<file path="config.mk">
export PLATFORM = sky130hd
export DESIGN_NAME = lsbx_exec
export DESIGN_NICKNAME = d
export VERILOG_FILES = /design/src/lsbx_pkg.sv /design/src/lsbx_exec.sv
export SDC_FILE = /design/constraint.sdc
export NUM_CORES = 1
export LEC_CHECK = 0
export BUFFER_PORTS_ARGS = -buffer_cell sky130_fd_sc_hd__buf_2
export CORE_MARGIN = 2
export CORE_UTILIZATION = 45
export CTS_CLUSTER_DIAMETER = 200
export DETAILED_ROUTE_END_ITERATION = 8
export GPL_TIMING_DRIVEN = 0
export PLACE_DENSITY = 0.7
export REMOVE_ABC_BUFFERS = 1
export SYNTH_ARGS = -nofsm -noshare
export SYNTH_HDL_FRONTEND = slang
export SYNTH_SLANG_ARGS = --single-unit
</file>
<file path="constraint.sdc">
create_clock -name clk -period 4.7 [get_ports clk]
set_clock_uncertainty 0.2 [all_clocks]
set_input_delay 0.94 -clock clk [delete_from_list [all_inputs] [get_ports clk]]
set_output_delay 0.94 -clock clk [all_outputs]
set_load 0.005 [all_outputs]
</file>
<file path="src/lsbx_pkg.sv">
// Purpose: shared types and constants for the load/store/bit execution block
// Assumes: 8-bit data path, 16-bit data address space
// Notes:   operation codes are presented already decoded by the fetch stage
package lsbx_pkg;

   // cycle counts per instruction class
   localparam logic [1:0] LSBX_CYC_MEM = 2'h2;   // memory, stack and io bit ops
   localparam logic [1:0] LSBX_CYC_ALU = 2'h1;   // shifts, transfer flag, flag ops

   // status flag bit positions
   localparam int LSBX_FLAG_C = 0;
   localparam int LSBX_FLAG_Z = 1;
   localparam int LSBX_FLAG_N = 2;
   localparam int LSBX_FLAG_V = 3;
   localparam int LSBX_FLAG_S = 4;
   localparam int LSBX_FLAG_H = 5;
   localparam int LSBX_FLAG_T = 6;
   localparam int LSBX_FLAG_I = 7;

   // reset values
   localparam logic [7:0]  LSBX_FLAGS_RST = 8'h00;
   localparam logic [15:0] LSBX_SP_RST    = 16'h0000;

   // pointer pair select
   typedef enum logic [1:0] {
      LSBX_PTR_X,
      LSBX_PTR_Y,
      LSBX_PTR_Z
   } lsbx_ptr_e;

   // pointer adjust mode
   typedef enum logic [1:0] {
      LSBX_ADJ_NONE,
      LSBX_ADJ_POSTINC,
      LSBX_ADJ_PREDEC,
      LSBX_ADJ_DISP
   } lsbx_adj_e;

   // operation
   typedef enum logic [3:0] {
      LSBX_OP_LOAD_IND,
      LSBX_OP_STORE_IND,
      LSBX_OP_LOAD_DIRECT,
      LSBX_OP_STORE_DIRECT,
      LSBX_OP_PUSH,
      LSBX_OP_POP,
      LSBX_OP_IO_BIT_SET,
      LSBX_OP_IO_BIT_CLEAR,
      LSBX_OP_ROTATE_LEFT,
      LSBX_OP_ROTATE_RIGHT,
      LSBX_OP_SHIFT_LEFT,
      LSBX_OP_SHIFT_RIGHT,
      LSBX_OP_BIT_TO_T,
      LSBX_OP_T_TO_BIT,
      LSBX_OP_FLAG_SET,
      LSBX_OP_FLAG_CLEAR
   } lsbx_op_e;

   // decoded instruction
   typedef struct packed {
      lsbx_op_e   op;
      lsbx_ptr_e  ptr;
      lsbx_adj_e  adj;
      logic [4:0] reg_idx;   // destination or source register
      logic [5:0] disp;      // displacement q
      logic [15:0] addr;     // absolute address k, or io address
      logic [2:0] bit_sel;   // bit b or flag s
   } lsbx_instr_s;

   // data memory request
   typedef struct packed {
      logic        req;
      logic        we;
      logic [15:0] addr;
      logic [7:0]  wdata;
   } lsbx_mem_s;

   // register file write
   typedef struct packed {
      logic       we;
      logic [4:0] idx;
      logic [7:0] data;
   } lsbx_rf_s;

endpackage : lsbx_pkg

</file>
<file path="src/lsbx_exec.sv">
// Purpose: executes load/store, stack, io bit, shift and flag instructions
// Assumes: register file and memories answer reads within the same cycle
// Notes:   one instruction accepted per idle cycle; busy shows a 2-cycle op
//
// What this block does
// - post-increment load reads then bumps pointer
// - pre-decrement load drops pointer then reads
// - displaced load reads pointer plus q
// - post-increment store writes then bumps pointer
// - pre-decrement store drops pointer then writes
// - displaced store writes pointer plus q
// - direct load/store at absolute address, two cycles
// - push and pop on stack, two cycles
// - io bit set or clear, two cycles
// - rotate left through carry, one cycle
// - rotate right through carry, one cycle
// - register bit copied into transfer flag
// - transfer flag copied into register bit
// - single flag forced to one or zero
`timescale 1ns/1ps
module lsbx_exec
   import lsbx_pkg::*;
(
   // clock and reset
   input  wire logic        clk,
   input  wire logic        rst_n,
   // instruction issue
   input  wire logic        instr_valid,
   input  wire lsbx_instr_s instr,
   output logic             ready,
   output logic             done,
   // register file read port and pointer pairs
   input  wire logic [7:0]  src_reg,
   input  wire logic [15:0] ptr_x,
   input  wire logic [15:0] ptr_y,
   input  wire logic [15:0] ptr_z,
   // data memory and io space
   output lsbx_mem_s        mem,
   output logic             io_req,
   output logic [5:0]       io_addr,
   output logic [7:0]       io_wdata,
   output logic             io_we,
   input  wire logic [7:0]  mem_rdata,
   input  wire logic [7:0]  io_rdata,
   // register file write and pointer write back
   output lsbx_rf_s         rf_wr,
   output logic             ptr_we,
   output lsbx_ptr_e        ptr_sel,
   output logic [15:0]      ptr_wdata,
   // status flags and stack pointer
   output logic [7:0]       status_flags,
   output logic [15:0]      stack_ptr
);

   ////////////////////////////////////////////////////////////////////////////
   // reset release
   logic rst_meta_ff;   // first stage
   logic rst_sync_ff;   // released reset
   always_ff @(posedge clk or negedge rst_n) begin
      if (!rst_n) begin
         rst_meta_ff <= 1'b0;
         rst_sync_ff <= 1'b0;
      end else begin
         rst_meta_ff <= 1'b1;
         rst_sync_ff <= rst_meta_ff;
      end
   end

   ////////////////////////////////////////////////////////////////////////////
   // helpers
   // wrap-around pointer arithmetic on the full pair
   function automatic logic [15:0] ptr_add(input logic [15:0] p, input logic [15:0] d);
      ptr_add = 16'(p + d);
   endfunction : ptr_add

   // zero, negative, overflow (n xor c) and sign from result and carry
   function automatic logic [7:0] shift_flags(input logic [7:0] f, input logic [7:0] r,
                                               input logic c);
      logic [7:0] o;
      o = f;
      o[LSBX_FLAG_C] = c;
      o[LSBX_FLAG_Z] = (r == 8'h00);
      o[LSBX_FLAG_N] = r[7];
      o[LSBX_FLAG_V] = r[7] ^ c;
      o[LSBX_FLAG_S] = r[7] ^ (r[7] ^ c);
      shift_flags = o;
   endfunction : shift_flags

   ////////////////////////////////////////////////////////////////////////////
   // state
   typedef enum logic {LSBX_ST_IDLE, LSBX_ST_SECOND} lsbx_state_e;

   lsbx_state_e state_ff,     nxt_state;       // sequencer
   logic        ready_ff,     nxt_ready;       // idle, next instruction can be taken
   lsbx_instr_s held_ff,      nxt_held;        // instruction in flight
   logic [15:0] eff_ff,       nxt_eff;         // effective address
   logic [7:0]  flags_ff,     nxt_flags;       // status flags
   logic [15:0] sp_ff,        nxt_sp;          // stack pointer
   logic        done_ff,      nxt_done;        // completion pulse
   lsbx_mem_s   mem_ff,       nxt_mem;         // memory request
   logic        io_req_ff,    nxt_io_req;      // io request
   logic        io_we_ff,     nxt_io_we;       // io write
   logic [5:0]  io_addr_ff,   nxt_io_addr;     // io address
   logic [7:0]  io_wdata_ff,  nxt_io_wdata;    // io write data
   lsbx_rf_s    rf_ff,        nxt_rf;          // register write
   logic        ptr_we_ff,    nxt_ptr_we;      // pointer write back
   lsbx_ptr_e   ptr_sel_ff,   nxt_ptr_sel;     // pointer selected
   logic [15:0] ptr_wd_ff,    nxt_ptr_wd;      // pointer new value
   logic [15:0] ptr_val;                       // selected pointer value
   logic [7:0]  res;                           // shift result

   ////////////////////////////////////////////////////////////////////////////
   // next-state logic
   always_comb begin
      nxt_state    = state_ff;
      nxt_held     = held_ff;
      nxt_eff      = eff_ff;
      nxt_flags    = flags_ff;
      nxt_sp       = sp_ff;
      nxt_done     = 1'b0;
      nxt_mem      = '0;
      nxt_io_req   = 1'b0;
      nxt_io_we    = 1'b0;
      nxt_io_addr  = io_addr_ff;
      nxt_io_wdata = io_wdata_ff;
      nxt_rf       = '0;
      nxt_ptr_we   = 1'b0;
      nxt_ptr_sel  = ptr_sel_ff;
      nxt_ptr_wd   = ptr_wd_ff;
      res          = 8'h00;
      // choose pointer pair
      unique case (instr.ptr)
         LSBX_PTR_X: ptr_val = ptr_x;
         LSBX_PTR_Y: ptr_val = ptr_y;
         default:    ptr_val = ptr_z;   // encoding 3 unused
      endcase
      unique case (state_ff)
         LSBX_ST_IDLE: begin
            if (instr_valid) begin
               nxt_held = instr;
               unique case (instr.op)
                  // first cycle of memory ops: form address, update pointer on post-increment or pre-decrement
                  LSBX_OP_LOAD_IND, LSBX_OP_STORE_IND: begin
                     nxt_state   = LSBX_ST_SECOND;
                     nxt_ptr_sel = instr.ptr;
                     unique case (instr.adj)
                        LSBX_ADJ_POSTINC: begin
                           nxt_eff    = ptr_val;
                           nxt_ptr_we = 1'b1;
                           nxt_ptr_wd = ptr_add(ptr_val, 16'h0001);
                        end
                        LSBX_ADJ_PREDEC: begin
                           nxt_eff    = ptr_add(ptr_val, 16'hffff);
                           nxt_ptr_we = 1'b1;
                           nxt_ptr_wd = ptr_add(ptr_val, 16'hffff);
                        end
                        LSBX_ADJ_DISP:
                           nxt_eff = ptr_add(ptr_val, {10'h000, instr.disp});
                        default:
                           nxt_eff = ptr_val;
                     endcase
                  end
                  LSBX_OP_LOAD_DIRECT, LSBX_OP_STORE_DIRECT: begin
                     nxt_state = LSBX_ST_SECOND;
                     nxt_eff   = instr.addr;
                  end
                  LSBX_OP_PUSH: begin
                     nxt_state = LSBX_ST_SECOND;
                     nxt_eff   = sp_ff;
                     nxt_sp    = ptr_add(sp_ff, 16'hffff);       // post-decrement on push
                  end
                  LSBX_OP_POP: begin
                     nxt_state = LSBX_ST_SECOND;
                     nxt_eff   = ptr_add(sp_ff, 16'h0001);
                     nxt_sp    = ptr_add(sp_ff, 16'h0001);       // pre-increment on pop
                  end
                  LSBX_OP_IO_BIT_SET, LSBX_OP_IO_BIT_CLEAR: begin
                     // first cycle registers the io read request; the read is answered in the second cycle
                     nxt_state   = LSBX_ST_SECOND;
                     nxt_io_req  = 1'b1;
                     nxt_io_addr = instr.addr[5:0];
                  end
                  LSBX_OP_ROTATE_LEFT: begin
                     res       = {src_reg[6:0], flags_ff[LSBX_FLAG_C]};
                     nxt_flags = shift_flags(flags_ff, res, src_reg[7]);
                     nxt_rf    = '{we: 1'b1, idx: instr.reg_idx, data: res};
                     nxt_done  = 1'b1;
                  end
                  LSBX_OP_ROTATE_RIGHT: begin
                     res       = {flags_ff[LSBX_FLAG_C], src_reg[7:1]};
                     nxt_flags = shift_flags(flags_ff, res, src_reg[0]);
                     nxt_rf    = '{we: 1'b1, idx: instr.reg_idx, data: res};
                     nxt_done  = 1'b1;
                  end
                  LSBX_OP_SHIFT_LEFT: begin
                     res       = {src_reg[6:0], 1'b0};
                     nxt_flags = shift_flags(flags_ff, res, src_reg[7]);
                     nxt_rf    = '{we: 1'b1, idx: instr.reg_idx, data: res};
                     nxt_done  = 1'b1;
                  end
                  LSBX_OP_SHIFT_RIGHT: begin
                     res       = {1'b0, src_reg[7:1]};
                     nxt_flags = shift_flags(flags_ff, res, src_reg[0]);
                     nxt_rf    = '{we: 1'b1, idx: instr.reg_idx, data: res};
                     nxt_done  = 1'b1;
                  end
                  LSBX_OP_BIT_TO_T: begin
                     nxt_flags[LSBX_FLAG_T] = src_reg[instr.bit_sel];
                     nxt_done = 1'b1;
                  end
                  LSBX_OP_T_TO_BIT: begin
                     res = src_reg;
                     res[instr.bit_sel] = flags_ff[LSBX_FLAG_T];
                     nxt_rf   = '{we: 1'b1, idx: instr.reg_idx, data: res};
                     nxt_done = 1'b1;
                  end
                  LSBX_OP_FLAG_SET: begin
                     nxt_flags[instr.bit_sel] = 1'b1;
                     nxt_done = 1'b1;
                  end
                  LSBX_OP_FLAG_CLEAR: begin
                     nxt_flags[instr.bit_sel] = 1'b0;
                     nxt_done = 1'b1;
                  end
               endcase
               // memory access issued from registered address in the next cycle
               if (instr.op inside {LSBX_OP_LOAD_IND, LSBX_OP_STORE_IND,
                                    LSBX_OP_LOAD_DIRECT, LSBX_OP_STORE_DIRECT,
                                    LSBX_OP_PUSH, LSBX_OP_POP}) begin
                  nxt_mem.req   = 1'b1;
                  nxt_mem.we    = instr.op inside {LSBX_OP_STORE_IND,
                                                   LSBX_OP_STORE_DIRECT, LSBX_OP_PUSH};
                  nxt_mem.addr  = nxt_eff;
                  nxt_mem.wdata = src_reg;
               end
            end
         end
         LSBX_ST_SECOND: begin
            // second cycle: capture read data or finish io modify
            nxt_state = LSBX_ST_IDLE;
            nxt_done  = 1'b1;
            unique case (held_ff.op)
               LSBX_OP_LOAD_IND, LSBX_OP_LOAD_DIRECT, LSBX_OP_POP:
                  nxt_rf = '{we: 1'b1, idx: held_ff.reg_idx, data: mem_rdata};
               LSBX_OP_IO_BIT_SET, LSBX_OP_IO_BIT_CLEAR: begin
                  nxt_io_req   = 1'b1;
                  nxt_io_we    = 1'b1;
                  nxt_io_wdata = io_rdata;
                  nxt_io_wdata[held_ff.bit_sel] =
                     (held_ff.op == LSBX_OP_IO_BIT_SET);
               end
               default: ;
            endcase
         end
      endcase
      // ready registered so the port comes straight from a flop
      nxt_ready = (nxt_state == LSBX_ST_IDLE);
   end

   ////////////////////////////////////////////////////////////////////////////
   // registers
   always_ff @(posedge clk or negedge rst_sync_ff) begin
      if (!rst_sync_ff) begin
         state_ff    <= LSBX_ST_IDLE;
         ready_ff    <= 1'b1;
         held_ff     <= '0;
         eff_ff      <= 16'h0000;
         flags_ff    <= LSBX_FLAGS_RST;
         sp_ff       <= LSBX_SP_RST;
         done_ff     <= 1'b0;
         mem_ff      <= '0;
         io_req_ff   <= 1'b0;
         io_we_ff    <= 1'b0;
         io_addr_ff  <= 6'h00;
         io_wdata_ff <= 8'h00;
         rf_ff       <= '0;
         ptr_we_ff   <= 1'b0;
         ptr_sel_ff  <= LSBX_PTR_X;
         ptr_wd_ff   <= 16'h0000;
      end else begin
         state_ff    <= nxt_state;
         ready_ff    <= nxt_ready;
         held_ff     <= nxt_held;
         eff_ff      <= nxt_eff;
         flags_ff    <= nxt_flags;
         sp_ff       <= nxt_sp;
         done_ff     <= nxt_done;
         mem_ff      <= nxt_mem;
         io_req_ff   <= nxt_io_req;
         io_we_ff    <= nxt_io_we;
         io_addr_ff  <= nxt_io_addr;
         io_wdata_ff <= nxt_io_wdata;
         rf_ff       <= nxt_rf;
         ptr_we_ff   <= nxt_ptr_we;
         ptr_sel_ff  <= nxt_ptr_sel;
         ptr_wd_ff   <= nxt_ptr_wd;
      end
   end

   ////////////////////////////////////////////////////////////////////////////
   // outputs straight from flip-flops
   assign ready        = ready_ff;
   assign done         = done_ff;
   assign mem          = mem_ff;
   assign io_req       = io_req_ff;
   assign io_we        = io_we_ff;
   assign io_addr      = io_addr_ff;
   assign io_wdata     = io_wdata_ff;
   assign rf_wr        = rf_ff;
   assign ptr_we       = ptr_we_ff;
   assign ptr_sel      = ptr_sel_ff;
   assign ptr_wdata    = ptr_wd_ff;
   assign status_flags = flags_ff;
   assign stack_ptr    = sp_ff;

endmodule : lsbx_exec

</file>
-- Yosys cells after proc, flatten, opt, wreduce, memory -nomap -nowiden
Cells that the tools add are included.
- equality and inequality tests: 23
- bitwise gates (word level): 13
- reduce and logical (&&, ||, !) cells: 34
- magnitude comparators: 4
- $add $sub $neg: 5
- multiplexer cells: 38
- operator list (operator ; count):
    $pmux 16 s2 ; 4
    $mux 26 ; 3
    $pmux 14 s5 ; 1
    $pmux 16 s4 ; 1
    $pmux 6 s6 ; 1
    $add 16x1->16 const B ; 2
    $add 16x16->16 const B ; 2
    $eq 4x4->1 const B ; 8
    $eq 4x3->1 const B ; 7
    $mux 14 ; 2
    $pmux 14 s2 ; 1
    $reduce_and 3->1 ; 6
    $add 16x6->16 ; 1
    $bwmux 8 ; 2
    $logic_not 8->1 ; 2
    $reduce_or 8->1 ; 2
    $mux 1 ; 15
    $logic_not 7->1 ; 2
    $eq 4x2->1 const B ; 3
    $reduce_bool 6->1 ; 2
    $reduce_or 2->1 ; 5
    $and 8x8->8 ; 1
    $logic_not 4->1 ; 2
    $lt 3x4->1 const B ; 2
    20 further kinds ; 40
- register bits: 132
- word-level logic and storage cells: 145
- output and inout port bits: 101

-- Longest topological paths before layout
Gate-level depths: netlist (run 1).
- word-level depth: 8
- depth in mapped cells: 14
- gate-level depth less buffers: 12

-- Worst setup path after synthesis (run 1)
No wires, ideal clock.
- path kind: input -> register
- from: input instr[33] in the netlist's numbering
- to: register mem_ff (netlist bit mem[20])
- path buffers: 3
- library setup time: 65 ps
- path slack: 1014 ps
- data required time: 4435 ps
- stages: 12
- arrival time: 3422 ps
- cells stage by stage: buf_2 -> buf_2 -> o21ai_0 -> clkbuf_1 -> ha_1 -> o21a_1 -> o21a_1 -> o22ai_1 -> nor4b_2 -> or3_1 -> nand3_1 -> o21a_1
- RTL lines (element ; RTL line ; text):
    start, declared ; lsbx_exec.sv:29 ; input wire lsbx_instr_s instr,
    end signal, assigned ; lsbx_exec.sv:288 ; mem_ff <= nxt_mem;
    end, declared ; lsbx_exec.sv:100 ; lsbx_mem_s mem_ff, nxt_mem;

==> impl_results.md, run 1 <==
- Reg2reg setup slack: between 500 and 600 ps
- Routed WL: 23.01 mm
- Met1 Usage GRT: 34.94%
- Worst hold margin: 85.81 ps
- Max Slew Vio Count: 0
- Commonest non-fill, non-tap cell in the layout: buf_2
- Combinational power share: approximately a quarter
- Int Power: between 2 and 3 mW
- Clock Power Share: 37.9%
- Syn Inst Count: roughly 900
- PD cells: between 300 and 400 mW/mm2
- R2R depth: 10
- DRC errors left: 0
- NumNets Final: about 1200
- Die Y: 134.1 um
- Clk pin slew, worst setup/hold paths: 60 ps
- Final std cell area, no fill: ~0.0094 mm2
- Port Buffers: 213
- Synth area leaders: dfrtp_1, nand2_1, mux2i_1
- Outcome: completed
- Switching portion of total power: about a third
- Initial antenna violation count: 1
- Post-route insts no fill: 1299
- Row Count: between 40 and 50
- Area Growth Syn to Fin: 23.86%
- Setup TNS Final: 0 ps
- Reg-to-reg startpoint: state_ff
- VDD IR max: ~0.00029 V
- Unrepaired setup endpoints after global routing: no
- Fin. Hold Viols: 0
- Gr usage total: 25.71%
- FMAX: ~0.23 GHz
- Area of the core: around 0.017 mm2
- Overall Power: 3.752 mW
- Met3 Resource Use GR: under 10%
- Net Sw Power: about 1.3 mW
- Initial Util: between 40 and 50%
- Fin crit period: 4347 ps
- Place WS: around 6 ps
- I/O pins: approximately 210
- Full die area: around 0.018 mm2
- Slew @ Worst Pin: 1035 ps
- Later-pin clock latency in the skew report: ~430 ps
- Critical-path cell list: buf_2, o21a_1, clkinv_1, ha_1, ha_1, nand2_1, o211ai_1, o22ai_1, o311ai_0, o32ai_1
- Total number of vias: ~7500
- Slowest stage delay, CP: roughly 670 ps
- Largest net degree at the start of global routing: just under 70
- Predominant post-synthesis flop cell: dfrtp_1
- Worst rel slew slack: 30.49%
- Setup slack after layout: around 350 ps
- DP HPWL: approximately 17 mm
- TritonRoute pass-1 iters: 5
- Mapped Area: approximately 0.0076 mm2
- Grt peak-use layer: met2
- Post-synth ARST share: between 90% and 100%
- Mean Syn Cell Area: between 8 and 9 um2
- GP Congestion: about 0.97
- Register area share after synthesis: approximately two fifths
- Max stage delay cell, worst path: o22ai_1
- Placed Area: about 0.009 mm2
- First-pass GRT wire length: between 30 and 40 mm
- Crit path required time: about 4800 ps
- Critical path type: input port to flip-flop
- Sequential power share: between 30 and 40%
- Drt wl/cell: around 18 um
- Hold_buf cts: 0
- DR vias/cell: about 5.8
- Setup Fix Bufs, Post-CTS: 0
- Leak: ~4.4 nW
- Crit-path max FO: 43
- Number of enable flip-flop cells after synthesis: 0
- Die X: approximately 130 um
- Max-cap violations: 0
- Vias in the first global route: roughly 7000
- Util after Layout: around 57%
- Placed insts: between 1000 and 1500
- Area leader, netlist: dfrtp_1
- CTS-repair resized insts: 0
- Setup crit end: mem[18]
- Antenna-violating nets left: 0
- Cell mode on critical path: ha_1
- Synth Register Bits: approximately 120
- Iter 0 DRT Violations: ~580
- Global-route met2 utilization: slightly above 40%
- Share of cells above drive strength 1: around a quarter
- Period Utilization, post-route: slightly above 90%
- Reg-to-reg endpoint: ptr_wdata[15]
- Synth cell types: 74
- Clk root buf: clkbuf_16
- CTS tree: yes
- Commonest non-fill, non-tap cells in the layout: buf_2, nand2_1, dfrtp_1
- Clk sinks: between 100 and 150
- Worst Setup SP: instr[33]
- Crit start category: input port
- # setup viols final: 0
- Global route overflow: 0
- Syn. warnings: 0
- Worst EP arrival: approximately 4400 ps
- Nature of the critical path endpoint: flip-flop
- Top-area cell type share of the netlist area: ~38%
- CTS H-tree lvls: 4
- TritonCTS buffer count: 17
- Min-delay worst type: input port to asynchronous set/reset pin
- Clock buffer depth: 2
-- worst max-delay path: cells and delay by family --
kind	cells	cell delay (ps)
AO/OA/AOI/OAI	5	1920
buffers and inverters	2	880
adder cells (fa/ha/maj)	2	570
AND/OR/NAND/NOR	1	100
-- kinds of logic (layout without fill, tap and decap cells) --
logic type	count (synthesis)	count (layout)	share of synthesized area, %
buffers and inverters	84	272	4.436
flip-flops	116	116	38.14
adder cells (fa/ha/maj)	12	12	1.972
AND/OR/NAND/NOR	340	340	21.59
multiplexers	59	59	8.248
AO/OA/AOI/OAI	225	225	19.47
other	1	2	0.04925
XOR/XNOR	53	53	6.096
-- worst min path at each step --
stage               slack [ps]     endpoint        start  depth (start not counted)
floorplan                  130  rst_sync_ff  rst_meta_ff                          0
global placement           140  rst_sync_ff  rst_meta_ff                          0
detailed placement         140  rst_sync_ff  rst_meta_ff                          0
CTS                         70  rst_sync_ff        rst_n                          1
global route                80  rst_meta_ff        rst_n                          1
finish                      90  rst_meta_ff        rst_n                          1
-- cells in the mapped netlist, drive strengths merged, types with 8 or more instances --
cell type / count
a21oi: 28
a22o: 8
a31oi: 9
and2: 9
buf: 13
clkbuf: 49
dfrtp: 115
ha: 12
inv: 19
mux2: 11
mux2i: 47
nand2: 142
nand3: 32
nand4: 22
nor2: 49
nor3: 29
nor4: 14
o21a: 14
o21ai: 81
o22ai: 18
xnor2: 39
xor2: 14
-- sequential cells by signal, summed over array words and instances (netlist names), named ones only --
| name | count |
|---|---|
| io_req | 1 |
| status_flags | 7 |
| done | 1 |
| io_wdata | 8 |
| ptr_sel | 2 |
| ptr_wdata | 16 |
| rf_wr | 14 |
| held_ff | 12 |
| mem | 26 |
| stack_ptr | 16 |
| io_we | 1 |
| state_ff | 1 |
| ptr_we | 1 |
| rst_meta_ff | 1 |
| ready | 1 |
| rst_sync_ff | 1 |
| io_addr | 6 |
-- layout make-up --
type                            count  area (um2)
Sequential cell                   116        2908
Fill cell                        1558        7152
Timing Repair Buffer              218        1136
Tap cell                          220       275.3
Clock inverter                     13       196.4
Clock buffer                       19       442.9
Antenna cell                        1       2.502
Inverter                           22       85.08
Multi-Input combinational cell    690        4385
-- layer usage --
metal	routed length, um	up-vias	part of all wire, %
li1	-	3596	-
met1	10150	3563	44
met2	10620	284	46
met3	1747	34	7.6
met4	497	0	2.2
met5	0	-	0
-- power groups by stage --
stage	Sequential [mW]	Combinational, mW	Clock [mW]
floorplan	1.38	0.525	0
global placement	1.40	0.904	0
detailed placement	1.40	0.937	0
CTS	1.38	0.945	1.44
global route	1.42	1.05	1.48
finish	1.38	0.949	1.42
Note: power is estimated with default switching activity, not from simulation.
==> run 2, diff against run 1 <==
==> constraint.sdc (replaced) <==
create_clock -name clk -period 4.7 [get_ports clk]
set_clock_uncertainty 0.2 [all_clocks]
set_input_delay 0.235 -clock clk [delete_from_list [all_inputs] [get_ports clk]]
set_output_delay 0.235 -clock clk [all_outputs]
set_load 0.005 [all_outputs]
==> impl_results.md, run 2 (same netlist as run 1, synthesis figures left out) <==
- First-pass GRT wire length: 37.61 mm (+3.3%)
- DP HPWL: 16.90 mm (unchanged)
- Max Slew Vio Count: 0 (unchanged)
- Largest net degree at the start of global routing: 69 (unchanged)
- Gr usage total: 26.50% (+0.80 points)
- PD cells: 384.1 mW/mm2 (-3.4%)
- Final std cell area, no fill: 0.009869 mm2 (+4.6%)
- Nature of the critical path endpoint: flip-flop
- Die Y: 134.1 um (unchanged)
- Reg2reg setup slack: 540 ps (-40 ps)
- R2R depth: 10 (unchanged)
- Fillers: 1470 (-5.6%)
- Initial Util: 45.92% (unchanged)
- Die X: 134.1 um (unchanged)
- Later-pin clock latency in the skew report: 430 ps (about the same)
- Drt wl/cell: 17.70 um (about the same)
- Levels on crit path: 10 (unchanged)
- Clk sinks: 116 (unchanged)
- DRC errors left: 0 (unchanged)
- Clk pin slew, worst setup/hold paths: 60 ps (about the same)
- Max stage delay cell, worst path: nand2b_1
- Max-cap violations: 0 (unchanged)
- WP buf/inv: 2 (unchanged)
- Slowest stage delay, CP: 680 ps (about the same)
- VDD IR max: 0.0002860 V (+0.16%)
- Fin. Hold Viols: 0 (unchanged)
- Clk root buf: clkbuf_16
- Reg-to-reg endpoint: ptr_wdata[15]
- Hold_buf cts: 44 (+44)
- CTS H-tree lvls: 4 (unchanged)
- Min-delay worst type: input port to flip-flop
- Placed Area: 0.008790 mm2 (unchanged)
- Worst Setup SP: state_ff
- Vias in the first global route: 7309 (+4.3%)
- Reg-to-reg startpoint: state_ff
- Leak: 4.610 nW (+4.2%)
- Setup Fix Bufs, Post-CTS: 0 (unchanged)
- Iter 0 DRT Violations: 542 (-6.9%)
- Slew @ Worst Pin: 1057 ps (+22.11 ps)
- Crit start category: flip-flop
- Outcome: completed
- Initial antenna violation count: 0 (-1)
- Inserted Diodes: 0 (-1)
- Crit-path max FO: 34 (-21%)
- Setup TNS Final: 0 ps (unchanged)
- Full die area: 0.01798 mm2 (unchanged)
- TritonRoute pass-1 iters: 5 (unchanged)
- Row Count: 47 (unchanged)
- NumNets Final: 1234 (+3.7%)
- Worst EP arrival: 4270 ps (-160 ps)
- Area of the core: 0.01658 mm2 (unchanged)
- I/O pins: 214 (unchanged)
- Critical path type: flip-flop to flip-flop
- Share of cells above drive strength 1: 25.13% (-1.0 points)
- FMAX: 0.2404 GHz (+4.5%)
- Area Growth Syn to Fin: 29.61%
- Multi-input logic area: 0.004385 mm2 (unchanged)
- DR vias/cell: 5.752 (about the same)
- Setup crit end: ptr_wdata[15]
- Largest register FFs: 26 (unchanged)
- Commonest non-fill, non-tap cells in the layout: buf_2, nand2_1, dfrtp_1
- Global route overflow: 0 (unchanged)
- Sequential cell area: 0.002908 mm2 (unchanged)
- Fin crit period: 4160 ps (-187.0 ps)
- CTS tree: yes
- Total number of vias: 7719 (+3.2%)
- Worst rel slew slack: 28.81% (-1.7 points)
- Unrepaired setup endpoints after global routing: no
- CTS-repair resized insts: 0 (unchanged)
- Antenna-violating nets left: 0 (unchanged)
- Clock buffer depth: 2 (unchanged)
- GP Congestion: 0.9675 (unchanged)
- CP top delay family: simple AND/OR/NAND/NOR gates
- TritonCTS buffer count: 17 (unchanged)
- Routed WL: 23.76 mm (+3.2%)
- Period Utilization, post-route: 88.51% (-4.0 points)
- Commonest non-fill, non-tap cell in the layout: buf_2
- Critical-path cell list: nand2b_1, nor2_1, nand2_1, inv_1, nand2_1, or2_2, inv_1, nand4_1, o211ai_1, a211o_1
- Crit path required time: 4810 ps (+30 ps)
- Port Buffers: 213 (unchanged)
- # setup viols final: 0 (unchanged)
[run 2: through the flow]
step	utilization, %	worst slack, ps	hold slack [ps]	power, mW	instances
after floorplan	-	1031	-260.6	1.906	828
after global placement	52.48	-272.7	-179.1	2.305	1261
after detailed placement	53.00	572.2	-179.1	2.332	1266
after CTS	59.51	559.3	4.666	3.792	1342
after global routing	59.51	208.4	27.15	3.986	1342
final	59.51	539.9	29.91	3.791	1342
[run 2: area by class of cell]
cell class	instances	area share, %
multi-input cells	690	44.43
flip-flops and latches	116	29.46
clock inverters	13	1.990
inverters	22	0.8621
clock buffers	19	4.488
well taps	220	2.789
repair buffers	262	15.97
[run 2: worst min-delay path by stage]
stage | start | depth (start not counted) | endpoint | slack (ps)
after floorplan | rst_n | 0 | rst_meta_ff | -260
after global placement | rst_n | 1 | rst_sync_ff | -180
after detailed placement | rst_n | 1 | rst_meta_ff | -180
after CTS | src_reg[0] | 3 | mem[0] | 5
after global routing | src_reg[0] | 3 | mem[0] | 30
final | instr[12] | 5 | mem[17] | 30
[run 2: worst register-to-register path, delay by kind of cell, from the launching register on]
kind | cells | cell delay, ps
AO/OA/AOI/OAI | 2 | 400
flip-flops | 1 | 430
AND/OR/NAND/NOR | 6 | 2370
buffers and inverters | 2 | 650
[run 2: routing by layer]
| metal | vias to the layer above | track usage (%) | wire length (um) | part of all wire (%) |
|---|---|---|---|---|
| met4 | 0 | 9.825 | 454 | 1.9 |
| met1 | 3703 | 35.71 | 10410 | 44 |
| met3 | 32 | 5.669 | 1760 | 7.4 |
| met5 | - | 0 | 0 | 0 |
| li1 | 3680 | - | - | - |
| met2 | 304 | 42.22 | 11130 | 47 |
[run 2: where the power goes]
part	switching, mW	internal (mW)	leakage [nW]
Clock	0.514	0.910	0.305
Sequential	0.218	1.17	1.51
Combinational	0.534	0.447	2.80
